### config.mk
export PLATFORM = sky130hd
export DESIGN_NAME = stpe_timing_enforcer
export DESIGN_NICKNAME = d
export VERILOG_FILES = /design/src/stpe_pkg.sv /design/src/stpe_timing_enforcer.sv
export SDC_FILE = /design/constraint.sdc
export NUM_CORES = 2
export LEC_CHECK = 0
export BUFFER_PORTS_ARGS = -buffer_cell sky130_fd_sc_hd__buf_2
export CORE_MARGIN = 2
export CORE_UTILIZATION = 65
export DETAILED_ROUTE_END_ITERATION = 7
export PLACE_DENSITY = 0.81
export SYNTH_ARGS = -nofsm -noshare
export SYNTH_HDL_FRONTEND = slang
export SYNTH_SLANG_ARGS = --single-unit
### constraint.sdc
create_clock -name CLK_IN -period 51.7 [get_ports CLK_IN]
set_input_delay 5.17 -clock CLK_IN [delete_from_list [all_inputs] [get_ports CLK_IN]]
set_output_delay 5.17 -clock CLK_IN [all_outputs]
set_load 0.01 [all_outputs]
### src/stpe_pkg.sv
package stpe_pkg;
   // register byte addresses
   localparam logic [31:0] ADDR_ROW_COLUMN = 32'hffffe80c;
   localparam logic [31:0] ADDR_REFRESH_EXIT = 32'hffffe810;
   localparam logic [31:0] ADDR_POWERDOWN_WINDOW = 32'hffffe814;
   localparam logic [31:0] ADDR_CONTROL = 32'hffffe840;
   localparam logic [31:0] ADDR_STATUS = 32'hffffe844;
   // reset values and writable masks
   localparam logic [31:0] RST_ROW_COLUMN = 32'h20227225;
   localparam logic [31:0] RST_REFRESH_EXIT = 32'h03c80808;
   localparam logic [31:0] RST_POWERDOWN_WINDOW = 32'h00042062;
   localparam logic [31:0] RST_CONTROL = 32'h00000200;
   localparam logic [31:0] MASK_ROW_COLUMN = 32'hffffffff;
   localparam logic [31:0] MASK_REFRESH_EXIT = 32'h0fffff1f;
   localparam logic [31:0] MASK_POWERDOWN_WINDOW = 32'h000f7fff;
   localparam logic [31:0] MASK_CONTROL = 32'h00010371;
   // row/column register fields (lsb positions)
   localparam int F_ACT_TO_PRE = 0;
   localparam int F_ROW_TO_COL = 4;
   localparam int F_WRITE_RECOVERY = 8;
   localparam int F_ACT_TO_REFRESH = 12;
   localparam int F_PRECHARGE_RECOVERY = 16;
   localparam int F_BANK_TO_BANK = 20;
   localparam int F_INTERNAL_WR_TO_RD = 24;
   localparam int F_SHORTEN_WR_RD = 27;
   localparam int F_MODE_LOAD = 28;
   // refresh/exit register fields
   localparam int F_REFRESH_CYCLE = 0;
   localparam int F_SELFREF_NONREAD = 8;
   localparam int F_SELFREF_READ = 16;
   localparam int F_POWERDOWN_EXIT = 24;
   // powerdown/window register fields
   localparam int F_APD_FAST = 0;
   localparam int F_APD_SLOW = 4;
   localparam int F_PRECHARGE_ALL = 8;
   localparam int F_READ_TO_PRE = 12;
   localparam int F_FOUR_ACT = 16;
   // control register fields
   localparam int F_INTERLEAVE = 0;
   localparam int F_MEM_TYPE = 4;
   localparam int F_EIGHT_BANKS = 8;
   localparam int F_APD_SLOW_SEL = 9;
   localparam int F_WRITE_PROTECT = 16;
   // memory type codes
   localparam logic [2:0] MT_SDR = 3'h0;
   localparam logic [2:0] MT_LPSDR = 3'h1;
   localparam logic [2:0] MT_LPDDR1 = 3'h3;
   localparam logic [2:0] MT_DDR2 = 3'h4;
   // scheduler command codes
   typedef enum logic [2:0] {
      CMD_NOP = 3'h0, CMD_ACTIVATE = 3'h1, CMD_READ = 3'h2, CMD_WRITE = 3'h3,
      CMD_PRECHARGE = 3'h4, CMD_PRECHARGE_ALL = 3'h5, CMD_REFRESH = 3'h6,
      CMD_MODE_LOAD = 3'h7
   } stpe_cmd_t;
   // clock-enable exit kinds
   localparam logic [1:0] EXIT_SELFREF = 2'h0;
   localparam logic [1:0] EXIT_POWERDOWN = 2'h1;
   // global spacing counter indices
   localparam int G_RP = 0;
   localparam int G_RPA = 1;
   localparam int G_RRD = 2;
   localparam int G_RC = 3;
   localparam int G_MRD = 4;
   localparam int G_RFC = 5;
   localparam int G_XSNR = 6;
   localparam int G_XSRD = 7;
   localparam int G_XP = 8;
   localparam int G_XARD = 9;
   localparam int G_WTR = 10;
   localparam int G_NUM = 11;
   // per-bank counter indices
   localparam int B_RAS = 0;
   localparam int B_RCD = 1;
   localparam int B_WR = 2;
   localparam int B_RTP = 3;
   localparam int B_NUM = 4;
   localparam int NUM_BANKS = 8;
   localparam int FAW_SLOTS = 4;
   // default write-to-read gap for low-power ddr/ddr2 when the field is zero and not shortened
   localparam logic [7:0] WTR_DEFAULT = 8'h01;
endpackage

### src/stpe_timing_enforcer.sv
// The Wishbone register port was chosen for this implementation.
`timescale 1ns/1ps
// Functional notes
// - one bit picks sequential or interleaved decoding
// - timing register writes ignored while protected
// - activate to precharge spacing per bank
// - activate to read or write spacing
// - write recovery before precharge
// - activate to refresh spacing
// - precharge blocks every command for count
// - activate to activate spacing across banks
// - write to read gap on low-power ddr/ddr2
// - shorten write to read on low-power ddr when field zero
// - mode load blocks activate and refresh
// - refresh blocks activate and refresh
// - self refresh exit delays non-read commands
// - self refresh exit delays reads on ddr
// - power-down exit delays first command on low-power ddr/ddr2
// - fast active power-down exit delays read on ddr2
// - slow active power-down exit delays read on ddr2
// - precharge all blocks every command on ddr2
// - read to precharge spacing per bank
// - at most four activates per window on eight-bank ddr2
// - memory type code selects applicable fields
module stpe_timing_enforcer
   import stpe_pkg::*;
(
   // clock and reset
   input wire logic CLK_IN,
   input wire logic RST_IN,
   // wishbone slave
   input wire logic [31:0] WB_ADR_IN,
   input wire logic [31:0] WB_DAT_IN,
   input wire logic [3:0] WB_SEL_IN,
   input wire logic WB_WE_IN,
   input wire logic WB_CYC_IN,
   input wire logic WB_STB_IN,
   output logic [31:0] WB_DAT_OUT,
   output logic WB_ACK_OUT,
   // issued commands from the scheduler
   input wire logic CMD_VALID_IN,
   input wire logic [2:0] CMD_IN,
   input wire logic [2:0] BANK_IN,
   input wire logic CKE_RISE_IN,
   input wire logic [1:0] EXIT_KIND_IN,
   // permissions back to the scheduler
   output logic [7:0] ALLOW_ACT_OUT,
   output logic [7:0] ALLOW_RD_OUT,
   output logic [7:0] ALLOW_WR_OUT,
   output logic [7:0] ALLOW_PRE_OUT,
   output logic ALLOW_PREALL_OUT,
   output logic ALLOW_REF_OUT,
   output logic ALLOW_MRS_OUT,
   // configuration seen by the rest of the controller
   output logic ADDR_INTERLEAVE_OUT,
   output logic [2:0] MEM_TYPE_OUT
);

   ////////////////////////////////////////////////////////////////////////////////
   // register file

   logic [31:0] row_column;
   logic [31:0] refresh_exit;
   logic [31:0] powerdown_window;
   logic [31:0] control;
   logic [31:0] status;
   logic [31:0] lane_mask;
   logic wb_req;
   logic wr_req;
   logic write_protect_enable;

   assign wb_req = WB_CYC_IN & WB_STB_IN & ~WB_ACK_OUT;
   assign wr_req = wb_req & WB_WE_IN;
   assign lane_mask = {{8{WB_SEL_IN[3]}}, {8{WB_SEL_IN[2]}}, {8{WB_SEL_IN[1]}},
                       {8{WB_SEL_IN[0]}}};
   assign write_protect_enable = control[F_WRITE_PROTECT];

   // merge of written lanes into a register under its writable mask
   function automatic logic [31:0] merge(input logic [31:0] cur, input logic [31:0] wmask);
      merge = (cur & ~(lane_mask & wmask)) | (WB_DAT_IN & lane_mask & wmask);
   endfunction

   // timing registers, frozen while protection is on
   always_ff @(posedge CLK_IN or posedge RST_IN) begin
      if (RST_IN) begin
         row_column <= RST_ROW_COLUMN;
         refresh_exit <= RST_REFRESH_EXIT;
         powerdown_window <= RST_POWERDOWN_WINDOW;
      end else if (wr_req && !write_protect_enable) begin
         if (WB_ADR_IN == ADDR_ROW_COLUMN) begin
            row_column <= merge(row_column, MASK_ROW_COLUMN);
         end
         if (WB_ADR_IN == ADDR_REFRESH_EXIT) begin
            refresh_exit <= merge(refresh_exit, MASK_REFRESH_EXIT);
         end
         if (WB_ADR_IN == ADDR_POWERDOWN_WINDOW) begin
            powerdown_window <= merge(powerdown_window, MASK_POWERDOWN_WINDOW);
         end
      end
   end

   // control stays writable so protection can always be lifted again
   always_ff @(posedge CLK_IN or posedge RST_IN) begin
      if (RST_IN) begin
         control <= RST_CONTROL;
      end else if (wr_req && WB_ADR_IN == ADDR_CONTROL) begin
         control <= merge(control, MASK_CONTROL);
      end
   end

   // single wait state answer; unmapped reads give zero
   always_ff @(posedge CLK_IN or posedge RST_IN) begin
      if (RST_IN) begin
         WB_ACK_OUT <= 1'b0;
         WB_DAT_OUT <= 32'h00000000;
      end else begin
         WB_ACK_OUT <= wb_req;
         if (wb_req && !WB_WE_IN) begin
            case (WB_ADR_IN)
               ADDR_ROW_COLUMN: WB_DAT_OUT <= row_column;
               ADDR_REFRESH_EXIT: WB_DAT_OUT <= refresh_exit;
               ADDR_POWERDOWN_WINDOW: WB_DAT_OUT <= powerdown_window;
               ADDR_CONTROL: WB_DAT_OUT <= control;
               ADDR_STATUS: WB_DAT_OUT <= status;
               default: WB_DAT_OUT <= 32'h00000000;
            endcase
         end else begin
            WB_DAT_OUT <= 32'h00000000;
         end
      end
   end

   ////////////////////////////////////////////////////////////////////////////////
   // field decode

   logic [2:0] memory_type_code;
   logic lp_or_ddr2;
   logic is_ddr2;
   logic faw_enable;
   logic is_act;
   logic is_rd;
   logic is_wr;
   logic is_pre;
   logic is_preall;
   logic is_ref;
   logic is_mrs;
   logic sr_exit;
   logic pd_exit;

   assign memory_type_code = control[F_MEM_TYPE +: 3];
   assign lp_or_ddr2 = (memory_type_code == MT_LPDDR1) || (memory_type_code == MT_DDR2);
   assign is_ddr2 = (memory_type_code == MT_DDR2);
   assign faw_enable = is_ddr2 & control[F_EIGHT_BANKS];

   assign is_act = CMD_VALID_IN && CMD_IN == CMD_ACTIVATE;
   assign is_rd = CMD_VALID_IN && CMD_IN == CMD_READ;
   assign is_wr = CMD_VALID_IN && CMD_IN == CMD_WRITE;
   assign is_pre = CMD_VALID_IN && CMD_IN == CMD_PRECHARGE;
   assign is_preall = CMD_VALID_IN && CMD_IN == CMD_PRECHARGE_ALL;
   assign is_ref = CMD_VALID_IN && CMD_IN == CMD_REFRESH;
   assign is_mrs = CMD_VALID_IN && CMD_IN == CMD_MODE_LOAD;
   assign sr_exit = CKE_RISE_IN && EXIT_KIND_IN == EXIT_SELFREF;
   assign pd_exit = CKE_RISE_IN && EXIT_KIND_IN == EXIT_POWERDOWN;

   function automatic logic [7:0] count_next(input logic [7:0] cur, input logic load,
                                             input logic [7:0] val);
      logic [7:0] dec;
      dec = (cur != 8'h00) ? cur - 8'h01 : 8'h00;
      count_next = (load && val > dec) ? val : dec;
   endfunction

   ////////////////////////////////////////////////////////////////////////////////
   // global spacing counters

   logic [7:0] gcnt [G_NUM];
   logic [7:0] gnext [G_NUM];
   logic [7:0] gval [G_NUM];
   logic gload [G_NUM];
   logic [7:0] wtr_gap;

   always_comb begin
      if (row_column[F_INTERNAL_WR_TO_RD +: 3] != 3'h0) begin
         wtr_gap = {5'h00, row_column[F_INTERNAL_WR_TO_RD +: 3]};
      end else if (row_column[F_SHORTEN_WR_RD] && memory_type_code == MT_LPDDR1) begin
         wtr_gap = 8'h00;
      end else begin
         wtr_gap = WTR_DEFAULT;
      end
   end

   // load conditions and values; a precharge all on non-ddr2 parts uses row precharge
   always_comb begin
      gload[G_RP] = is_pre | (is_preall & ~is_ddr2);
      gval[G_RP] = {4'h0, row_column[F_PRECHARGE_RECOVERY +: 4]};
      gload[G_RPA] = is_preall & is_ddr2;
      gval[G_RPA] = {4'h0, powerdown_window[F_PRECHARGE_ALL +: 4]};
      gload[G_RRD] = is_act;
      gval[G_RRD] = {4'h0, row_column[F_BANK_TO_BANK +: 4]};
      gload[G_RC] = is_act;
      gval[G_RC] = {4'h0, row_column[F_ACT_TO_REFRESH +: 4]};
      gload[G_MRD] = is_mrs;
      gval[G_MRD] = {4'h0, row_column[F_MODE_LOAD +: 4]};
      gload[G_RFC] = is_ref;
      gval[G_RFC] = {3'h0, refresh_exit[F_REFRESH_CYCLE +: 5]};
      gload[G_XSNR] = sr_exit;
      gval[G_XSNR] = refresh_exit[F_SELFREF_NONREAD +: 8];
      gload[G_XSRD] = sr_exit & lp_or_ddr2;
      gval[G_XSRD] = refresh_exit[F_SELFREF_READ +: 8];
      gload[G_XP] = pd_exit & lp_or_ddr2;
      gval[G_XP] = {4'h0, refresh_exit[F_POWERDOWN_EXIT +: 4]};
      gload[G_XARD] = pd_exit & is_ddr2;
      gval[G_XARD] = control[F_APD_SLOW_SEL] ? {4'h0, powerdown_window[F_APD_SLOW +: 4]} :
                     {4'h0, powerdown_window[F_APD_FAST +: 4]};
      gload[G_WTR] = is_wr & lp_or_ddr2;
      gval[G_WTR] = wtr_gap;
   end

   for (genvar g = 0; g < G_NUM; g++) begin : g_global
      assign gnext[g] = count_next(gcnt[g], gload[g], gval[g]);
      always_ff @(posedge CLK_IN or posedge RST_IN) begin
         if (RST_IN) begin
            gcnt[g] <= 8'h00;
         end else begin
            gcnt[g] <= gnext[g];
         end
      end
   end

   ////////////////////////////////////////////////////////////////////////////////
   // per-bank counters

   logic [7:0] bnext [NUM_BANKS][B_NUM];
   logic [NUM_BANKS-1:0] bank_pre_ok;
   logic [NUM_BANKS-1:0] bank_col_ok;

   for (genvar b = 0; b < NUM_BANKS; b++) begin : g_bank
      logic [7:0] bcnt [B_NUM];
      logic hit;
      assign hit = (BANK_IN == 3'(b));
      assign bnext[b][B_RAS] = count_next(bcnt[B_RAS], is_act & hit,
                                          {4'h0, row_column[F_ACT_TO_PRE +: 4]});
      assign bnext[b][B_RCD] = count_next(bcnt[B_RCD], is_act & hit,
                                          {4'h0, row_column[F_ROW_TO_COL +: 4]});
      assign bnext[b][B_WR] = count_next(bcnt[B_WR], is_wr & hit,
                                         {4'h0, row_column[F_WRITE_RECOVERY +: 4]});
      assign bnext[b][B_RTP] = count_next(bcnt[B_RTP], is_rd & hit,
                                          {5'h00, powerdown_window[F_READ_TO_PRE +: 3]});
      assign bank_pre_ok[b] = (bnext[b][B_RAS] == 8'h00) && (bnext[b][B_WR] == 8'h00) &&
                              (bnext[b][B_RTP] == 8'h00);
      assign bank_col_ok[b] = (bnext[b][B_RCD] == 8'h00);
      always_ff @(posedge CLK_IN or posedge RST_IN) begin
         if (RST_IN) begin
            bcnt <= '{default: 8'h00};
         end else begin
            bcnt <= bnext[b];
         end
      end
   end

   ////////////////////////////////////////////////////////////////////////////////
   // four-activate window: one slot per recent activate

   logic [7:0] fcnt [FAW_SLOTS];
   logic [7:0] fnext [FAW_SLOTS];
   logic faw_ok;

   always_comb begin
      logic taken;
      logic [7:0] dec;
      taken = 1'b0;
      dec = 8'h00;
      faw_ok = 1'b0;
      for (int i = 0; i < FAW_SLOTS; i++) begin
         dec = (fcnt[i] != 8'h00) ? fcnt[i] - 8'h01 : 8'h00;
         fnext[i] = dec;
         if (is_act && faw_enable && !taken && dec == 8'h00) begin
            fnext[i] = {4'h0, powerdown_window[F_FOUR_ACT +: 4]};
            taken = 1'b1;
         end
         if (fnext[i] == 8'h00) begin
            faw_ok = 1'b1;
         end
      end
      if (!faw_enable) begin
         faw_ok = 1'b1;
      end
   end

   always_ff @(posedge CLK_IN or posedge RST_IN) begin
      if (RST_IN) begin
         fcnt <= '{default: 8'h00};
      end else begin
         fcnt <= fnext;
      end
   end

   ////////////////////////////////////////////////////////////////////////////////
   // permissions, registered from next counter values

   logic blk_all;
   logic blk_nonrd;
   logic blk_rd;
   logic act_ok;
   logic ref_ok;

   assign blk_all = (gnext[G_RP] != 8'h00) || (gnext[G_RPA] != 8'h00) ||
                    (gnext[G_XP] != 8'h00);
   assign blk_nonrd = blk_all || (gnext[G_XSNR] != 8'h00);
   assign blk_rd = blk_all || (gnext[G_XSRD] != 8'h00) || (gnext[G_XARD] != 8'h00) ||
                   (gnext[G_WTR] != 8'h00);
   assign act_ok = !blk_nonrd && (gnext[G_RRD] == 8'h00) && (gnext[G_RFC] == 8'h00) &&
                   (gnext[G_MRD] == 8'h00) && faw_ok;
   assign ref_ok = !blk_nonrd && (gnext[G_RC] == 8'h00) && (gnext[G_RFC] == 8'h00) &&
                   (gnext[G_MRD] == 8'h00);

   // outputs come from flops so the scheduler sees a clean level
   always_ff @(posedge CLK_IN or posedge RST_IN) begin
      if (RST_IN) begin
         ALLOW_ACT_OUT <= 8'h00;
         ALLOW_RD_OUT <= 8'h00;
         ALLOW_WR_OUT <= 8'h00;
         ALLOW_PRE_OUT <= 8'h00;
         ALLOW_PREALL_OUT <= 1'b0;
         ALLOW_REF_OUT <= 1'b0;
         ALLOW_MRS_OUT <= 1'b0;
      end else begin
         ALLOW_ACT_OUT <= {NUM_BANKS{act_ok}};
         ALLOW_RD_OUT <= bank_col_ok & {NUM_BANKS{!blk_rd}};
         ALLOW_WR_OUT <= bank_col_ok & {NUM_BANKS{!blk_nonrd}};
         ALLOW_PRE_OUT <= bank_pre_ok & {NUM_BANKS{!blk_nonrd}};
         ALLOW_PREALL_OUT <= (&bank_pre_ok) & !blk_nonrd;
         ALLOW_REF_OUT <= ref_ok;
         ALLOW_MRS_OUT <= !blk_nonrd;
      end
   end

   always_ff @(posedge CLK_IN or posedge RST_IN) begin
      if (RST_IN) begin
         ADDR_INTERLEAVE_OUT <= 1'b0;
         MEM_TYPE_OUT <= MT_SDR;
      end else begin
         ADDR_INTERLEAVE_OUT <= control[F_INTERLEAVE];
         MEM_TYPE_OUT <= memory_type_code;
      end
   end

   // status mirrors the permissions currently shown to the scheduler, except ALLOW_WR_OUT
   assign status = {ALLOW_RD_OUT, ALLOW_ACT_OUT, 5'h00, ALLOW_MRS_OUT, ALLOW_REF_OUT,
                    ALLOW_PREALL_OUT, ALLOW_PRE_OUT};

endmodule // stpe_timing_enforcer

==> run_summary.xml <==
<?xml version="1.0" encoding="UTF-8"?>
<metrics>
  <group name="floorplan">
    <metric name="fp.dieArea" unit="µm²">52230</metric>
    <metric name="floorplan.rows" unit="">82</metric>
    <metric name="die_width" unit="µm">228.5</metric>
    <metric name="ios" unit="">155</metric>
    <metric name="coreArea" unit="µm²">49970</metric>
    <metric name="die_y" unit="µm">228.5</metric>
    <metric name="initial_core_util" unit="">0.6559</metric>
  </group>
  <group name="sta">
    <metric name="setup-tns-final" unit="ns">0</metric>
    <metric name="fin_worst_skew" unit="ns">0.03890</metric>
    <metric name="report.final.setup_viol" unit="">0</metric>
    <metric name="slew_headroom" unit="">0.1808</metric>
    <metric name="slew_viol_final" unit="">0</metric>
    <metric name="timing_hold_violations_final" unit="">0</metric>
    <metric name="fmax" unit="GHz">0.1221</metric>
    <metric name="worst-slew-pin-transition" unit="ns">1.226</metric>
    <metric name="final.min_clock_period" unit="ns">8.187</metric>
    <metric name="layout_worst_path_cycle_share" unit="">0.1584</metric>
    <metric name="rsz0062_at_grt" unit="">no</metric>
  </group>
  <group name="yosys">
    <metric name="synth.net_count" unit="">3864</metric>
    <metric name="synth-seq-area-share" unit="">0.4010</metric>
    <metric name="yosys.cell_count.top_type" unit="">sky130_fd_sc_hd__dfrtp_1</metric>
    <metric name="postSynthCellCount" unit="">3549</metric>
    <metric name="main_area_contributors_after_synthesis" unit="">sky130_fd_sc_hd__dfrtp_1, sky130_fd_sc_hd__ha_1, sky130_fd_sc_hd__mux2_2, sky130_fd_sc_hd__nor2_1, sky130_fd_sc_hd__o21ai_0</metric>
    <metric name="ys_warn_count" unit="">0</metric>
    <metric name="synth_top_cells_by_count" unit="">sky130_fd_sc_hd__dfrtp_1, sky130_fd_sc_hd__nor2_1, sky130_fd_sc_hd__nand2_1</metric>
    <metric name="synth_enable_flop_cells" unit="">0</metric>
    <metric name="synth_top_area_frac" unit="">0.3826</metric>
    <metric name="flip_flop_and_latch_count_after_synthesis" unit="">524</metric>
    <metric name="synth.largest_area_cell" unit="">sky130_fd_sc_hd__dfrtp_1</metric>
    <metric name="synth_top_flop_cell" unit="">sky130_fd_sc_hd__dfrtp_1</metric>
    <metric name="async_reset_ff_frac" unit="">1.000</metric>
    <metric name="synth_area" unit="µm²">32770</metric>
    <metric name="netlist-cell-type-count" unit="">86</metric>
    <metric name="avgSynthCellArea" unit="µm²">9.234</metric>
  </group>
  <group name="pwr">
    <metric name="p_int" unit="µW">882.9</metric>
    <metric name="total_switching_power" unit="µW">448.6</metric>
    <metric name="seq_power_share" unit="">0.389</metric>
    <metric name="p_clk_frac" unit="">0.321</metric>
    <metric name="comb_power_share" unit="">0.290</metric>
    <metric name="power_density" unit="nW/µm²">36.81</metric>
    <metric name="irDropWorstVdd" unit="mV">0.03715</metric>
    <metric name="switching_share" unit="">0.3369</metric>
    <metric name="power.leakage" unit="nW">17.70</metric>
    <metric name="design_power_total" unit="mW">1.331</metric>
  </group>
  <group name="final_layout">
    <metric name="drive_above_1_share" unit="">0.1463</metric>
    <metric name="nNetsFinal" unit="">4003</metric>
    <metric name="layout.area.seq" unit="µm²">13140</metric>
    <metric name="fillCellCount" unit="">3593</metric>
    <metric name="area_occupied_by_multi_input_gates" unit="µm²">18480</metric>
    <metric name="areaGrowthSynthToFinish" unit="%">10.38</metric>
    <metric name="finalInstanceArea" unit="µm²">36170</metric>
  </group>
  <group name="critical_path">
    <metric name="cp_max_fo" unit="">18</metric>
    <metric name="timing.critical_path.slowest_cell_delay" unit="ns">0.94</metric>
    <metric name="timing.critical_path.slowest_stage_cell" unit="">sky130_fd_sc_hd__or4b_1</metric>
    <metric name="worstSetupEndpointType" unit="">flop</metric>
    <metric name="worst_r2r_endpoint" unit="">ALLOW_REF_OUT</metric>
    <metric name="ff2ff_path_depth" unit="">13</metric>
    <metric name="critical_path_required" unit="ns">52.22</metric>
    <metric name="cp_top_delay_family" unit="">simple AND/OR/NAND/NOR gates</metric>
    <metric name="critical_path.reg2reg.startpoint" unit="">gcnt[32]</metric>
    <metric name="start_kind" unit="">input port</metric>
    <metric name="critical_path.n_buffers_inverters" unit="">1</metric>
    <metric name="critical_path_arrival" unit="ns">8.71</metric>
    <metric name="cpMostUsedCell" unit="">sky130_fd_sc_hd__nor3b_1</metric>
    <metric name="timing_worst_setup_path_type" unit="">input port to flop</metric>
    <metric name="setup.reg_to_reg.worst_slack" unit="ns">45.81</metric>
    <metric name="worstPathCellList" unit="">buf_2 &gt; nor2b_1 &gt; nor3b_1 &gt; o21ai_1 &gt; mux2_2 &gt; or4b_1 &gt; or4_4 &gt; nor3b_1</metric>
  </group>
  <group name="clock_tree">
    <metric name="cts_root_buf" unit="">sky130_fd_sc_hd__clkbuf_16</metric>
    <metric name="clk-insertion-delay-late" unit="ns">0.64</metric>
    <metric name="cts_num_sinks" unit="">524</metric>
    <metric name="clock_tree_from_tritoncts" unit="">built</metric>
    <metric name="clk_pin_slew" unit="ns">0.06</metric>
    <metric name="clk_path_buf_depth" unit="">3</metric>
    <metric name="ctsResizeCount" unit="">0</metric>
    <metric name="cts_made_buffers" unit="">56</metric>
    <metric name="ctsHoldBuffers" unit="">0</metric>
    <metric name="cts-htree-levels" unit="">2</metric>
    <metric name="cts_setup_buffers" unit="">0</metric>
  </group>
  <group name="worst_hold_path">
    <metric name="worstHoldPathType" unit="">flop to flop</metric>
    <metric name="hold_critical_path_depth" unit="">0</metric>
    <metric name="hold_path_end" unit="">ADDR_INTERLEAVE_OUT</metric>
  </group>
  <group name="global_route">
    <metric name="globalRouteMet2Util" unit="">0.5490</metric>
    <metric name="grt_antenna_before_repair" unit="">3</metric>
    <metric name="globalRoute.totalOverflow" unit="">0</metric>
    <metric name="use_met1" unit="">0.4245</metric>
    <metric name="grt_most_used_layer" unit="">met2</metric>
    <metric name="track_usage" unit="">0.3334</metric>
    <metric name="pin_count_of_the_biggest_net_entering_global_routing" unit="">147</metric>
    <metric name="grt_pass1_vias" unit="">28015</metric>
    <metric name="grt_pass1_wl" unit="mm">142.2</metric>
    <metric name="globalRouteMet3Util" unit="">0.05240</metric>
  </group>
  <group name="routing">
    <metric name="post_drt_wl_per_cell" unit="µm">19.89</metric>
    <metric name="drtPass1Iterations" unit="">6</metric>
    <metric name="drc" unit="">0</metric>
    <metric name="vias_per_cell" unit="">6.439</metric>
    <metric name="finalWirelength" unit="mm">87.62</metric>
    <metric name="detail-route-antenna-nets" unit="">0</metric>
    <metric name="via_count" unit="">28370</metric>
    <metric name="initialDrtViolationCount" unit="">2538</metric>
  </group>
  <group name="status">
    <metric name="outcome" unit="">finished, final reports clean</metric>
  </group>
  <group name="placement">
    <metric name="portBuffers" unit="">154</metric>
    <metric name="placement.cell_area" unit="µm²">34230</metric>
    <metric name="post-dp-hpwl" unit="mm">64.53</metric>
    <metric name="place.gp.congestion" unit="">0.9504</metric>
  </group>
  <group name="run">
    <metric name="max_cap_violations" unit="">0</metric>
  </group>
</metrics>
==> cells in the final DEF (no fill, tap or decap), drive strengths merged, types with 99 or more instances in the layout <==
| master | netlist | layout |
|---|---|---|
| nor2 | 341 | 341 |
| ha | 232 | 232 |
| a21oi | 134 | 134 |
| mux2 | 138 | 138 |
| o21ai | 231 | 231 |
| dfrtp | 501 | 501 |
| buf | 10 | 171 |
| nor3 | 158 | 158 |
| inv | 225 | 226 |
| nand2 | 286 | 286 |
| mux2i | 99 | 99 |
==> per-layer routing <==
layer | vias up | wire [µm]
met4 | 2 | 4649
met1 | 13851 | 34820
met5 | - | 10
li1 | 13118 | -
met2 | 1095 | 41590
met3 | 304 | 6548
==> how the worst max path moves through the flow <==
stage,to,depth (start not counted),start,slack [ns]
after floorplan,ADDR_INTERLEAVE_OUT,1,RST_IN,31.93
after global placement,ALLOW_ACT_OUT[0],8,EXIT_KIND_IN[1],43.11
after detailed placement,ALLOW_ACT_OUT[0],8,EXIT_KIND_IN[1],42.94
after CTS,ALLOW_REF_OUT,8,EXIT_KIND_IN[1],43.54
after global routing,ALLOW_REF_OUT,8,EXIT_KIND_IN[1],43.42
final,ALLOW_REF_OUT,8,EXIT_KIND_IN[1],43.51
==> power by group through the flow <==
stage               Sequential [mW]  Clock (mW)  Combinational [mW]
detailed placement            0.522           0               0.377
CTS                           0.516       0.431               0.382
floorplan                     0.504           0               0.300
global route                  0.526       0.447               0.434
global placement              0.518           0               0.353
finish                        0.518       0.427               0.386
==> metrics by stage <==
stage	std cells	hold WS, ns	worst slack [ns]	util
floorplan	3549	0.3708	31.93	-
global placement	4302	0.4479	43.11	0.6850
detailed placement	4302	0.4537	42.94	0.6850
CTS	4404	0.4753	43.54	0.7238
global route	4406	0.4798	43.42	0.7239
finish	4406	0.4819	43.51	0.7239
==> cell families after synthesis <==
logic type      synth area share
compound gates            0.1365
mux                      0.07777
buf+inv                  0.03715
simple gates              0.2255
fa+ha+maj                0.08889
xor+xnor                 0.03314
flops                     0.4010
==> cell type report <==
cell class,instances,share of cell area
inverters,227,0.02376
well taps,672,0.02324
clock buffers,76,0.04386
diodes,2,0.0001384
flip-flops and latches,524,0.3633
clock inverters,26,0.009754
multi-input cells,2708,0.5108
repair buffers,171,0.02518
(Power assumes the default switching activity.)
